## src/shared/crf_pkg.sv

```systemverilog
// constants, types and structs of the cpu register file
// assumes a decoder/alu on the same clock drives the command struct
// Operation
// - 8-bit work register pairs with second offset register as 16-bit word.
// - indexed modes add selected offset register to instruction address.
// - offset registers support increment, decrement and compare; only the first transfers to the stack pointer.
// - 8-bit stack pointer addresses stack page 0x100 to 0x1ff.
// - save writes then decrements; restore increments then reads.
// - 16-bit program counter of two bytes; reset loads only the high byte from 0xffff, low byte stays 0x00.
// - program address wraps from 0xffff to 0x0000.
// - program memory is read-only; no write port exists.
// - carry takes alu carry or borrow and shift/rotate carry.
// - zero flag set on zero result, cleared on nonzero.
// - interrupt gate masks irqs; cleared on service, set/cleared by instructions.
// - nibble carry from alu bit 3; reloaded by every alu op, also cleared by overflow-clear.
// - soft break sets break flag to tell it from table jump.
// - direct page flag selects page 0 or 0x100-0x1ff; set/clear instructions.
// - with page flag clear, direct access uses page zero regardless of page reg.
// - overflow flag on signed overflow; cleared by overflow-clear; bit-test copies bit 6.
// - sign flag follows result bit 7; bit-test copies memory bit 7.
// - page jump is 2 bytes, targets fixed subroutine area.
// - table jump reads 2-byte entries near top of program memory.
// - interrupts vector via fixed 2-byte slots, int0 at 0xfffc, int1 at 0xfffa.
package crf_pkg;
  localparam logic [15:0] RESET_VEC = 16'hfffe;
  localparam logic [15:0] IRQ0_VEC = 16'hfffc;
  localparam logic [15:0] TCALL15_VEC = 16'hffc0;
  localparam logic [15:0] PAGE_JUMP_INSTR_BASE = 16'hff00;
  localparam logic [7:0] STACK_PAGE = 8'h01;
  localparam logic [7:0] SP_RESET = 8'h00;
  localparam logic [15:0] PC_RESET = 16'h0000;
  localparam logic [7:0] REG_RESET = 8'h00;
  // flag bit positions
  localparam int F_C = 0;
  localparam int F_Z = 1;
  localparam int F_I = 2;
  localparam int F_H = 3;
  localparam int F_B = 4;
  localparam int F_G = 5;
  localparam int F_V = 6;
  localparam int F_N = 7;
  localparam logic [7:0] FLAGS_RESET = 8'h00;
  // wishbone map, word offsets
  localparam logic [3:0] A_WORK = 4'h0;
  localparam logic [3:0] A_IDX1 = 4'h1;
  localparam logic [3:0] A_IDX2 = 4'h2;
  localparam logic [3:0] A_SP = 4'h3;
  localparam logic [3:0] A_PCL = 4'h4;
  localparam logic [3:0] A_PCH = 4'h5;
  localparam logic [3:0] A_FLAGS = 4'h6;
  localparam logic [3:0] A_RPAGE = 4'h7;

  typedef enum logic [4:0] {
    OP_NONE, OP_LD_WORK, OP_LD_IDX1, OP_LD_IDX2, OP_LD_PAIR, OP_TXSP, OP_INC_IDX, OP_DEC_IDX,
    OP_CMP_IDX, OP_ALU, OP_SHIFT, OP_PUSH, OP_POP, OP_EI, OP_DI, OP_OVERFLOW_CLEAR_INSTR, OP_PAGE_ONE_INSTR, OP_PAGE_ZERO_INSTR,
    OP_BRK, OP_IRQ, OP_TABLE_JUMP_INSTR, OP_PAGE_JUMP_INSTR, OP_JMP, OP_BITT, OP_RETI_FLAGS, OP_PC_INC
  } crf_op_e;

  typedef enum logic {RUN, VEC_HI} crf_state_e;

  typedef struct packed {
    crf_op_e op;
    logic sel_idx2;   // offset register select
    logic [7:0] data;
    logic [15:0] word;
    logic alu_c;
    logic alu_h;
    logic alu_v;
    logic [3:0] vec_n; // irq source or table index
  } crf_cmd_s;

  typedef struct packed {
    logic [15:0] eff_addr;
    logic [8:0] stack_addr;
    logic stack_we;
    logic [8:0] direct_base;
    logic [15:0] prog_addr;
    logic cmp_c;
    logic cmp_z;
  } crf_out_s;

  typedef struct packed {
    crf_state_e st;
    logic [7:0] work;
    logic [7:0] idx1;
    logic [7:0] idx2;
    logic [7:0] sp;
    logic [15:0] pc;
    logic [7:0] flags;
    logic [7:0] rpage;
    crf_out_s o;
    logic [31:0] wb_dat;
    logic wb_ack;
  } crf_state_s;
endpackage

```

## src/hw/crf_regs.sv

```systemverilog
// cpu programmer register set with flags and vector addressing
// assumes decoder/alu on CLK issue one command per cycle and a wishbone master
`timescale 1ns/1ps
module crf_regs (
  input wire logic CLK,
  input wire logic RESET_N,
  input crf_pkg::crf_cmd_s CMD,
  input wire logic [15:0] INSTR_ADDR,
  input wire logic [7:0] PROG_DATA,
  input wire logic [7:0] STACK_RDATA,
  input wire logic WB_CYC_I,
  input wire logic WB_STB_I,
  input wire logic WB_WE_I,
  input wire logic [3:0] WB_ADR_I,
  input wire logic [31:0] WB_DAT_I,
  input wire logic [3:0] WB_SEL_I,
  output logic [31:0] WB_DAT_O,
  output logic WB_ACK_O,
  output crf_pkg::crf_out_s CORE_O,
  output logic [15:0] PAIR_WORD,
  output logic [7:0] FLAGS_O
);
  import crf_pkg::*;

  crf_state_s q, d;

  function automatic logic [8:0] stk(input logic [7:0] p);
    stk = {STACK_PAGE[0], p};
  endfunction

  function automatic logic [7:0] nz(input logic [7:0] f, input logic [7:0] r);
    logic [7:0] t;
    t = f;
    t[F_Z] = (r == 8'h00);
    t[F_N] = r[7];
    nz = t;
  endfunction

  logic [7:0] idx_sel;
  logic [8:0] cmp_diff;
  assign idx_sel = CMD.sel_idx2 ? q.idx2 : q.idx1;
  assign cmp_diff = {1'b0, idx_sel} - {1'b0, CMD.data};

  always_comb begin
    d = q;
    d.o.stack_we = 1'b0;
    d.wb_ack = 1'b0;
    d.o.eff_addr = INSTR_ADDR + {8'h00, idx_sel};
    d.o.direct_base = q.flags[F_G] ? {1'b1, 8'h00} : 9'h000;
    d.o.stack_addr = stk(q.sp);
    d.o.prog_addr = q.pc;
    case (q.st)
      VEC_HI: begin
        d.pc[15:8] = PROG_DATA;
        d.st = RUN;
      end
      RUN: begin
        case (CMD.op)
          OP_LD_WORK: begin
            d.work = CMD.data;
            d.flags = nz(q.flags, CMD.data);
          end
          OP_LD_IDX1: begin
            d.idx1 = CMD.data;
            d.flags = nz(q.flags, CMD.data);
          end
          OP_LD_IDX2: begin
            d.idx2 = CMD.data;
            d.flags = nz(q.flags, CMD.data);
          end
          OP_LD_PAIR: begin
            d.idx2 = CMD.word[15:8];
            d.work = CMD.word[7:0];
            d.flags[F_Z] = (CMD.word == 16'h0000);
            d.flags[F_N] = CMD.word[15];
          end
          OP_TXSP: d.sp = q.idx1;
          OP_INC_IDX: begin
            if (CMD.sel_idx2) begin
              d.idx2 = q.idx2 + 8'h01;
              d.flags = nz(q.flags, q.idx2 + 8'h01);
            end else begin
              d.idx1 = q.idx1 + 8'h01;
              d.flags = nz(q.flags, q.idx1 + 8'h01);
            end
          end
          OP_DEC_IDX: begin
            if (CMD.sel_idx2) begin
              d.idx2 = q.idx2 - 8'h01;
              d.flags = nz(q.flags, q.idx2 - 8'h01);
            end else begin
              d.idx1 = q.idx1 - 8'h01;
              d.flags = nz(q.flags, q.idx1 - 8'h01);
            end
          end
          OP_CMP_IDX: begin
            d.flags = nz(q.flags, cmp_diff[7:0]);
            d.flags[F_C] = ~cmp_diff[8];
            d.o.cmp_c = ~cmp_diff[8];
            d.o.cmp_z = (cmp_diff[7:0] == 8'h00);
          end
          OP_ALU: begin
            d.work = CMD.data;
            d.flags = nz(q.flags, CMD.data);
            d.flags[F_C] = CMD.alu_c;
            d.flags[F_H] = CMD.alu_h;
            if (CMD.alu_v) begin
              d.flags[F_V] = 1'b1;
            end
          end
          OP_SHIFT: begin
            d.work = CMD.data;
            d.flags = nz(q.flags, CMD.data);
            d.flags[F_C] = CMD.alu_c;
          end
          OP_PUSH: begin
            d.o.stack_addr = stk(q.sp);
            d.o.stack_we = 1'b1;
            d.sp = q.sp - 8'h01;
          end
          OP_POP: begin
            d.sp = q.sp + 8'h01;
            d.o.stack_addr = stk(q.sp + 8'h01);
          end
          OP_RETI_FLAGS: d.flags = STACK_RDATA;
          OP_EI: d.flags[F_I] = 1'b1;
          OP_DI: d.flags[F_I] = 1'b0;
          OP_OVERFLOW_CLEAR_INSTR: begin
            d.flags[F_V] = 1'b0;
            d.flags[F_H] = 1'b0;
          end
          OP_PAGE_ONE_INSTR: d.flags[F_G] = 1'b1;
          OP_PAGE_ZERO_INSTR: d.flags[F_G] = 1'b0;
          OP_BRK: begin
            d.flags[F_B] = 1'b1;
            d.pc = {TCALL15_VEC[15:5], 5'h1e};
            d.o.prog_addr = {TCALL15_VEC[15:5], 5'h1e};
          end
          OP_IRQ: begin
            d.flags[F_I] = 1'b0;
            d.pc = IRQ0_VEC - {11'h000, CMD.vec_n, 1'b0};
            d.o.prog_addr = IRQ0_VEC - {11'h000, CMD.vec_n, 1'b0};
            d.o.stack_we = 1'b1;
            d.sp = q.sp - 8'h01;
          end
          OP_TABLE_JUMP_INSTR: begin
            d.pc = {TCALL15_VEC[15:5], ~CMD.vec_n, 1'b0};
            d.o.prog_addr = {TCALL15_VEC[15:5], ~CMD.vec_n, 1'b0};
          end
          OP_PAGE_JUMP_INSTR: begin
            d.pc = {PAGE_JUMP_INSTR_BASE[15:8], CMD.data};
            d.o.prog_addr = {PAGE_JUMP_INSTR_BASE[15:8], CMD.data};
          end
          OP_JMP: begin
            d.pc = CMD.word;
            d.o.prog_addr = CMD.word;
          end
          OP_BITT: begin
            d.flags[F_V] = CMD.data[6];
            d.flags[F_N] = CMD.data[7];
            d.flags[F_Z] = ((q.work & CMD.data) == 8'h00);
          end
          OP_PC_INC: d.pc = q.pc + 16'h0001;
          default: ;
        endcase
      end
      default: d.st = RUN;
    endcase
    // wishbone slave: registers only, program memory has no write path
    if (WB_CYC_I && WB_STB_I && !q.wb_ack) begin
      d.wb_ack = 1'b1;
      d.wb_dat = 32'h0000_0000;
      case (WB_ADR_I)
        A_WORK: d.wb_dat[7:0] = q.work;
        A_IDX1: d.wb_dat[7:0] = q.idx1;
        A_IDX2: d.wb_dat[7:0] = q.idx2;
        A_SP: d.wb_dat[7:0] = q.sp;
        A_PCL: d.wb_dat[7:0] = q.pc[7:0];
        A_PCH: d.wb_dat[7:0] = q.pc[15:8];
        A_FLAGS: d.wb_dat[7:0] = q.flags;
        A_RPAGE: d.wb_dat[7:0] = q.rpage;
        default: d.wb_dat = 32'h0000_0000;
      endcase
      if (WB_WE_I && WB_SEL_I[0]) begin
        case (WB_ADR_I)
          A_SP: d.sp = WB_DAT_I[7:0];
          A_RPAGE: d.rpage = WB_DAT_I[7:0];
          default: ;
        endcase
      end
    end
  end

  always_ff @(posedge CLK or negedge RESET_N) begin
    if (!RESET_N) begin
      q <= '0;
      q.st <= VEC_HI;
      q.pc <= PC_RESET;
      q.sp <= SP_RESET;
      q.flags <= FLAGS_RESET;
      q.o.prog_addr <= RESET_VEC + 16'h0001;
    end else begin
      q <= d;
      if (q.st == VEC_HI) begin
        q.o.prog_addr <= RESET_VEC;
      end
    end
  end

  assign WB_DAT_O = q.wb_dat;
  assign WB_ACK_O = q.wb_ack;
  assign CORE_O = q.o;
  assign PAIR_WORD = {q.idx2, q.work};
  assign FLAGS_O = q.flags;

  a_irq_gate_clr: assert property (@(posedge CLK) disable iff (!RESET_N)
    (q.st == RUN && CMD.op == OP_IRQ) |=> !FLAGS_O[F_I]) else $error("irq did not clear gate");
  a_push_sp_dec: assert property (@(posedge CLK) disable iff (!RESET_N)
    (q.st == RUN && CMD.op == OP_PUSH) |=> (q.sp == $past(q.sp) - 8'h01) && CORE_O.stack_we)
    else $error("push order wrong");
  a_pop_sp_inc: assert property (@(posedge CLK) disable iff (!RESET_N)
    (q.st == RUN && CMD.op == OP_POP) |=> CORE_O.stack_addr == {1'b1, q.sp}) else $error("pop order wrong");
  a_pc_wraps: assert property (@(posedge CLK) disable iff (!RESET_N)
    (q.st == RUN && CMD.op == OP_PC_INC && q.pc == 16'hffff) |=> q.pc == 16'h0000) else $error("pc no wrap");
  a_zero_flag: assert property (@(posedge CLK) disable iff (!RESET_N)
    (q.st == RUN && CMD.op == OP_LD_WORK) |=> FLAGS_O[F_Z] == (q.work == 8'h00)) else $error("zero flag");
  a_bit_test: assert property (@(posedge CLK) disable iff (!RESET_N)
    (q.st == RUN && CMD.op == OP_BITT) |=> FLAGS_O[7:6] == $past(CMD.data[7:6])) else $error("bit test");
  a_page_sel: assert property (@(posedge CLK) disable iff (!RESET_N)
    (q.st == RUN && CMD.op == OP_PAGE_ZERO_INSTR) |=> ##1 CORE_O.direct_base == 9'h000) else $error("page zero");
  a_brk_flag: assert property (@(posedge CLK) disable iff (!RESET_N)
    (q.st == RUN && CMD.op == OP_BRK) |=> FLAGS_O[F_B]) else $error("break flag");
  a_wb_ack_one: assert property (@(posedge CLK) disable iff (!RESET_N)
    WB_ACK_O |=> !WB_ACK_O) else $error("ack held");
  c_irq: cover property (@(posedge CLK) disable iff (!RESET_N) q.st == RUN && CMD.op == OP_IRQ);
  c_wrap: cover property (@(posedge CLK) disable iff (!RESET_N) q.pc == 16'hffff ##1 q.pc == 16'h0000);
  c_wb_write: cover property (@(posedge CLK) disable iff (!RESET_N) WB_ACK_O && WB_WE_I);
endmodule

```

## config.mk

```make
export PLATFORM = sky130hd
export DESIGN_NAME = crf_regs
export DESIGN_NICKNAME = d
export VERILOG_FILES = /design/src/shared/crf_pkg.sv /design/src/hw/crf_regs.sv
export SDC_FILE = /design/constraint.sdc
export NUM_CORES = 1
export LEC_CHECK = 0
export ABC_AREA = 1
export BUFFER_PORTS_ARGS = -buffer_cell sky130_fd_sc_hd__buf_4
export CAP_MARGIN = 20
export CORE_MARGIN = 8
export CORE_UTILIZATION = 55
export CTS_CLUSTER_DIAMETER = 30
export DETAILED_ROUTE_END_ITERATION = 8
export PLACE_DENSITY = 0.81
export SKIP_LAST_GASP = 1
export SLEW_MARGIN = 20
export SYNTH_ARGS = -nofsm -noshare
export SYNTH_HDL_FRONTEND = slang
export SYNTH_SLANG_ARGS = --single-unit
export TNS_END_PERCENT = 10
```

## constraint.sdc

```tcl
create_clock -name CLK -period 3.05 [get_ports CLK]
set_input_delay 0.4575 -clock CLK [delete_from_list [all_inputs] [get_ports CLK]]
set_output_delay 0.4575 -clock CLK [all_outputs]
set_load 0.02 [all_outputs]
```

Yosys cells after proc, flatten, opt, wreduce, memory -nomap -nowiden
Cells that the tools add are included.
{"block": "word_totals", "ff_bits": 127, "output_inout_bits": 110, "elab_cells": 158}
{"block": "op_classes", "addsub": 10, "n_eq_ne": 38, "muxes": 34, "bitwise_logic": 6, "n_reduce_logical": 45}
{"operator": "$mux 8", "n": 12}
{"operator": "$pmux 16 s6", "n": 1}
{"operator": "$pmux 16 s5", "n": 1}
{"operator": "$pmux 8 s8", "n": 1}
{"operator": "$logic_not 8->1", "n": 7}
{"operator": "$eq 5x5->1 const B", "n": 10}
{"operator": "$pmux 8 s3", "n": 2}
{"operator": "$eq 5x4->1 const B", "n": 8}
{"operator": "$pmux 8 s2", "n": 2}
{"operator": "$pmux 8 s4", "n": 1}
{"operator": "$reduce_and 4->1", "n": 7}
{"operator": "$add 8x1->8 const B", "n": 3}
{"operator": "$sub 8x1->8 const B", "n": 3}
{"operator": "$eq 5x3->1 const B", "n": 4}
{"operator": "$pmux 1 s5", "n": 4}
{"operator": "$mux 9", "n": 2}
{"operator": "$add 16x1->16 const B", "n": 1}
{"operator": "$add 16x8->16", "n": 1}
{"operator": "$eq 4x3->1 const B", "n": 4}
{"operator": "$logic_not 16->1", "n": 1}
{"operator": "$mux 16", "n": 1}
{"operator": "$reduce_bool 3->1", "n": 5}
{"operator": "$pmux 1 s6", "n": 2}
{"operator": "$reduce_bool 6->1", "n": 2}
{"operator": "other kinds (27)", "n": 48}

Depth between registers and ports, before layout
Gate-level depths: netlist of the first run.
{"block": "depth", "depth_word": 7, "ltp_mapped": 18, "ltp_nobuf": 18}

Least setup slack after synthesis of the first run
OpenSTA, ideal clock, no wires.
{"block": "synth_timing", "path_kind": "register to register", "start": "register q, in the netlist PAIR_WORD[8]", "end": "register q, in the netlist CORE_O[51]", "setup_time_ps": 123, "arrival_time_ps": 2520, "required_ps": 2927, "slack_ps": 408, "path_stages_with_launch": 13, "n_path_buf": 0, "period_less_slack_ps": 2642, "cell_sequence": "dfrtp_1 > clkinv_1 > nand2_1 > o21ai_0 > inv_1 > ha_1 > inv_1 > fa_1 > o21ai_0 > a21boi_0 > o21ai_0 > nand4_1 > xnor2_1"}
{"item": "from (decl)", "line_no": "crf_regs.sv:25", "text": "crf_state_s q, d;"}

==> flow_summary.yaml, run 1 <==
status:
  status: "complete, no violations"
routing:
  drc: 0
  first_pass_iters: 6
  wl_mm: 31.3
  detail-route-antenna-nets: 0
  routedWlPerCell_um: 19.0
  drt-initial-drc-count: 1169
  vias: 9647
  viasPerCell: 5.84
synth:
  ys_seq_elements: 119
  synthCells: 1313
  ys_warn_count: 0
  synth-seq-area-share_pct: 31.6
  synth_area_leaders: "dfrtp_1 (27%), nand2_1 (11%), buf_4 (9.2%)"
  yosysTopAreaCell: "dfrtp_1"
  ys_types: 60
  yosys.area.top_type_share_pct: 26.9
  syn-cell-area_um2: 9480
  avgSynthCellArea_um2: 7.22
timing:
  finalHoldViolCount: 0
  finalCritPeriodShare_pct: 87.8
  skew_ns: 0.0106
  worst_pin_slew_ns: 0.780
  tns_ns: 0
  period_needed_ns: 2.68
  max_freq_mhz: 373
  final_max_slew_viol_count: 0
  layout_setup_ws_ns: 0.372
  relSlewSlack_pct: 47.8
  setup_viol: 0
  rsz0062_at_grt: "false"
die:
  die_area_um2: 21700
  fp.dieW_um: 147
  design.core.area_um2: 17100
  dieHeight_um: 147
  core.rowCount: 48
  top_level_ports: 224
  start_util_pct: 55.6
critical_path:
  cpMaxStageDelayCell: "fa_1"
  startpoint_type: "flip-flop"
  arrival_ns: 2.99
  r2r_slack_ns: 0.37
  cp_max_fo: 4
  end_kind: "flip-flop"
  startpoint: "PAIR_WORD[8]$_DFFE_PN0P_"
  r2r-start: "PAIR_WORD[8]$_DFFE_PN0P_"
  reg2reg_depth: 12
  cp_slowest_stage_delay_ns: 0.40
  cp_cell_sequence: "clkinv_1, nand2_1, o21ai_0, inv_1, ha_1, inv_1, fa_1, o21ai_0, a21boi_0, o21ai_1, nand4_1, xnor2_1"
  worstPathRequired_ns: 3.36
  crit_type: "flip-flop to flip-flop"
cts:
  hold_buffers: 0
  clockBufferDepth: 2
  htree_levels: 4
  clk_latency_ns: 0.42
  cts.sink_count: 119
  numCtsBuffers: 17
  cts_tree: "done"
  cts_setup_buffers: 0
  cts_resized: 0
  clkTransAtPathRegs_ns: 0.06
  root_buffer: "clkbuf_16"
job:
  cap_viol_max_count: 0
place:
  place.gp.congestion: 1.00
  port_buffers: 164
  dp_slack_ns: 0.0749
  place_area_um2: 10300
  dp_hpwl_mm: 24.9
grt:
  grt.overflow.total: 0
  grt_pass1_vias: 9177
  antenna_found_initial: 0
  grt_max_degree: 51
  grt_use_total_pct: 28.3
  grt_pass1_wl_mm: 48.7
layout:
  fin_util_pct: 64.1
  area_growth_pct: 15.3
  nets: 1560
  drive_above_1_share_pct: 21.0
  antennaDiodeCount: 0
  fin_area_um2: 10900
power_and_ir_drop:
  p_leak_nw: 5.32
  ir_worst_vdd_uv: 413
  cellPowerDensity_nw_per_um2: 639
worst_hold_path:
  min_path_type: "primary input to asynchronous set/reset pin"
[Yosys cell counts (all sizes together)]
library cell / n
a21oi: 55
buf: 127
clkbuf: 14
o22ai: 28
clkinv: 3
o221ai: 8
fa: 2
nand2: 290
a21o: 2
xor2: 17
a31oi: 4
nand4: 27
nand3b: 4
nand3: 89
o21ai: 113
o2111ai: 6
xnor2: 13
o31ai: 3
o41ai: 4
dfrtp: 102
and2: 1
o211ai: 23
ha: 30
or2: 4
nor2: 120
dfstp: 17
conb: 2
o21a: 2
inv: 158
nor3: 18
a21boi: 1
nor3b: 1
a22oi: 7
nor4: 4
a211oi: 1
mux2: 1
a221oi: 8
a41oi: 2
a32oi: 2
[metrics by stage]
stage	total power, mW	hold slack [ns]	instances
5_1_grt	7.34	0.113	1652
2_1_floorplan	4.18	0.162	1345
6_report	6.98	0.0584	1652
3_3_place_gp	4.89	0.431	1620
3_5_place_dp	4.94	0.441	1620
4_1_cts	6.95	0.0905	1652
[state kept, by name (all words and copies together) (netlist names)]
signal / flops
CORE_O: 45
FLAGS_O: 8
PAIR_WORD: 16
WB_ACK_O: 1
WB_DAT_O: 8
q: 41
[worst max-delay path: cells and delay by family, from the launching register on]
kind	cells	cell delay (ns)
xor+xnor	1	0.15
simple gates	2	0.22
compound gates	4	1.03
fa+ha+maj	2	0.57
buf+inv	3	0.25
flops	1	0.36
[where the power goes]
| group | leakage, nW | switching, mW | internal [mW] |
|---|---|---|---|
| clock | 0.287 | 0.794 | 1.22 |
| combinational | 3.62 | 1.72 | 0.985 |
| sequential | 1.42 | 0.332 | 1.93 |
| total | 5.32 | 2.85 | 4.14 |
[cell usage in the layout, fill, tap and decap left out, types with 28 or more instances in the layout]
master	Yosys	routed
inv_1	138	138
o22ai_1	28	28
nand3_1	83	83
o21ai_0	85	84
nor2_1	110	110
conb_1	2	34
ha_1	30	30
nand2_1	282	282
dfrtp_1	102	102
a21oi_1	53	53
buf_4	116	190
[area by class of cell]
| type | instances | area (µm²) |
|---|---|---|
| well taps | 225 | 282 |
| clock buffers | 21 | 480 |
| clock inverters | 11 | 111 |
| flip-flops and latches | 119 | 3000 |
| inverters | 161 | 612 |
| repair buffers | 191 | 1450 |
| fillers | 1558 | 6120 |
| multi-input cells | 924 | 5000 |
[worst paths after layout]
path	to
worst max-delay path	CORE_O[51]$_DFF_PN0_
worst min-delay path	q[138]$_DFFE_PN0P_
worst max register to register	CORE_O[51]$_DFF_PN0_
worst min register to register	CORE_O[26]$_DFF_PN0_
max in group asynchronous	PAIR_WORD[6]$_DFFE_PN0P_
min in group CLK	CORE_O[51]$_DFF_PN0_
[metal layers]
| metal | routed length (µm) | track usage (%) | part of all wire (%) |
|---|---|---|---|
| met3 | 3510 | 6.92 | 11 |
| met4 | 1380 | 13.0 | 4.4 |
| met2 | 14000 | 44.1 | 45 |
| met1 | 12400 | 36.4 | 40 |
| met5 | 0 | 0 | 0 |
[logic make-up after synthesis]
logic type               count (synthesis)  share of synthesized area (%)
AO/OA/AOI/OAI                          269                           17.4
multiplexers                             1                          0.119
adder cells (fa/ha/maj)                 32                           4.38
flip-flops                             119                           31.6
XOR/XNOR                                30                           2.77
AND/OR/NAND/NOR                        558                           26.8
buffers and inverters                  302                           16.9
other                                    2                         0.0792
Note: power is estimated with default switching activity, not from simulation.
==> inputs of run 2 (changes only) <==
--- a/config.mk
+++ b/config.mk
@@ -6,6 +6,7 @@
 export NUM_CORES = 1
 export LEC_CHECK = 0
 export ABC_AREA = 1
+export ABC_CLOCK_PERIOD_IN_PS = 2550
 export BUFFER_PORTS_ARGS = -buffer_cell sky130_fd_sc_hd__buf_4
 export CAP_MARGIN = 20
 export CORE_MARGIN = 8
==> constraint.sdc (replaced) <==
create_clock -name CLK -period 2.55 [get_ports CLK]
set_input_delay 0.3825 -clock CLK [delete_from_list [all_inputs] [get_ports CLK]]
set_output_delay 0.3825 -clock CLK [all_outputs]
set_load 0.02 [all_outputs]
==> run 2 against run 1 <==
Clock skew up 0.0056 ns; critical path depth did not move; setup slack worse by 0.25 ns; die area unchanged; register-to-register slack worse by 0.25 ns; critical path type unchanged; largest cell class unchanged; highest routed layer unchanged.
==> flow_summary.yaml, run 2 (same netlist as run 1, synthesis figures left out) <==
die:
  dieHeight_um: 147
  core.rowCount: 48
  top_level_ports: 224
  start_util_pct: 55.6
  die_area_um2: 21700
  fp.dieW_um: 147
  design.core.area_um2: 17100
timing:
  skew_ns: 0.0163
  setup_viol: 0
  worst_pin_slew_ns: 0.736
  tns_ns: 0
  finalHoldViolCount: 0
  max_freq_mhz: 411
  relSlewSlack_pct: 50.8
  finalCritPeriodShare_pct: 95.4
  period_needed_ns: 2.43
  rsz0062_at_grt: "true"
  final_max_slew_viol_count: 0
layout:
  final_common_cell: "nand2_1"
  largest_register_ff_count: 45
  final_cells: 1679
  nets: 1587
  fin_area_um2: 11200
  antennaDiodeCount: 0
  mostFrequentLayoutCells: "nand2_1 (282), buf_4 (215), inv_1 (138)"
  area_growth_pct: 17.8
  drive_above_1_share_pct: 22.4
cts:
  clk_latency_ns: 0.43
  cts_tree: "done"
  htree_levels: 4
  cts_setup_buffers: 0
  clockBufferDepth: 2
  clkTransAtPathRegs_ns: 0.06
  cts.sink_count: 119
  root_buffer: "clkbuf_16"
  numCtsBuffers: 17
critical_path:
  cpMaxStageDelayCell: "fa_1"
  startpoint_type: "flip-flop"
  cp_cell_sequence: "clkinv_1, nand2_1, o21ai_0, inv_1, ha_1, inv_1, fa_1, o21ai_1, a21boi_0, o21ai_1, nand4_1, xnor2_1"
  worstPathRequired_ns: 2.86
  cp_slowest_stage_delay_ns: 0.39
  arrival_ns: 2.74
  crit_type: "flip-flop to flip-flop"
  cp_max_fo: 4
  end_kind: "flip-flop"
  reg2reg_depth: 12
place:
  port_buffers: 164
  dp_hpwl_mm: 25.4
  place_area_um2: 10500
  dp_cells: 1646
  place.gp.congestion: 1.00
grt:
  grt.overflow.total: 0
  grt_use_total_pct: 28.9
  grt_pass1_wl_mm: 49.4
  antenna_found_initial: 0
  grt_pass1_vias: 9166
  grt_max_degree: 50
worst_hold_path:
  hold_path_depth: 2
  min_path_type: "primary input to flip-flop"
routing:
  drc: 0
  first_pass_iters: 6
  vias: 9719
  drt-initial-drc-count: 1203
  routedWlPerCell_um: 19.2
  detail-route-antenna-nets: 0
  wl_mm: 32.2
  viasPerCell: 5.79
status:
  status: "complete, no violations"
job:
  cap_viol_max_count: 0
power_and_ir_drop:
  cellPowerDensity_nw_per_um2: 771
  p_leak_nw: 5.45
  ir_worst_vdd_uv: 565
[run 2: cell types whose count changed in the layout (fill, tap and decap cells not counted), sizes merged]
| cell | previous run | this run |
|---|---|---|
| clkbuf | 21 | 22 |
| clkinv | 7 | 6 |
| inv | 162 | 160 |
| dlygate4sd3 | 0 | 1 |
| buf | 191 | 217 |
| bufinv | 1 | 3 |
[run 2: final cells by class]
cell class                      instances  area, µm²
Fill cell                            1546       5890
Multi-Input combinational cell        924       5010
Sequential cell                       119       3000
Timing Repair Buffer                  218       1660
Inverter                              161        612
Clock buffer                           22        454
Tap cell                              225        282
Clock inverter                         10        145
[run 2: worst paths after layout]
path	start	to	slack, ns
min reg2reg	FLAGS_O[5]$_DFFE_PN0P_	CORE_O[26]$_DFF_PN0_	0.45
max reg2reg	PAIR_WORD[8]$_DFFE_PN0P_	CORE_O[51]$_DFF_PN0_	0.12
min in group asynchronous	RESET_N	FLAGS_O[1]$_DFFE_PN0P_	0.41
min	INSTR_ADDR[15]	CORE_O[52]$_DFF_PN0_	0.15
max in group asynchronous	RESET_N	CORE_O[12]$_DFF_PN1_	1.40
max	PAIR_WORD[8]$_DFFE_PN0P_	CORE_O[51]$_DFF_PN0_	0.12
[run 2: per-layer routing]
layer  up-vias  share of wire [%]  track usage, %
met4         0                4.0            13.3
met2       594                 45            44.8
met5         -                  0               0
met1      4514                 41            38.4
li1       4522                  -               -
met3        89                 10            5.48
[run 2: worst max-delay path, delay by kind of cell (launching register included)]
family                     cells  cell delay [ns]
buffers and inverters          3             0.24
adders and majority gates      2             0.54
xor gates and xnor gates       1             0.15
AOI/OAI and AO/OA              4             0.82
DFF                            1             0.35
and+or+nand+nor                2             0.22
[run 2: repair_timing]
item                                   in CTS  in global routing
setup endpoints to repair                   0                 11
hold buffers                                1                  0
endpoints found under the hold margin      23                  0
resized for setup                           0                  5
[run 2: through the flow]
step           hold slack, ns  total power, mW  util (%)  setup slack, ns
5_1_grt                 0.153             9.04      65.5          -0.0648
3_3_place_gp            0.320             5.99      61.8          -0.0251
2_1_floorplan          0.0869             5.00         -           0.0200
4_1_cts                 0.138             8.55      65.4          0.00531
3_5_place_dp            0.324             6.05      61.8          -0.0904
6_report                0.148             8.61      65.5            0.118
[run 2: power breakdown]
| group | switching, mW | internal, mW |
|---|---|---|
| logic | 2.17 | 1.29 |
| registers | 0.345 | 2.31 |
| clock network | 0.923 | 1.57 |
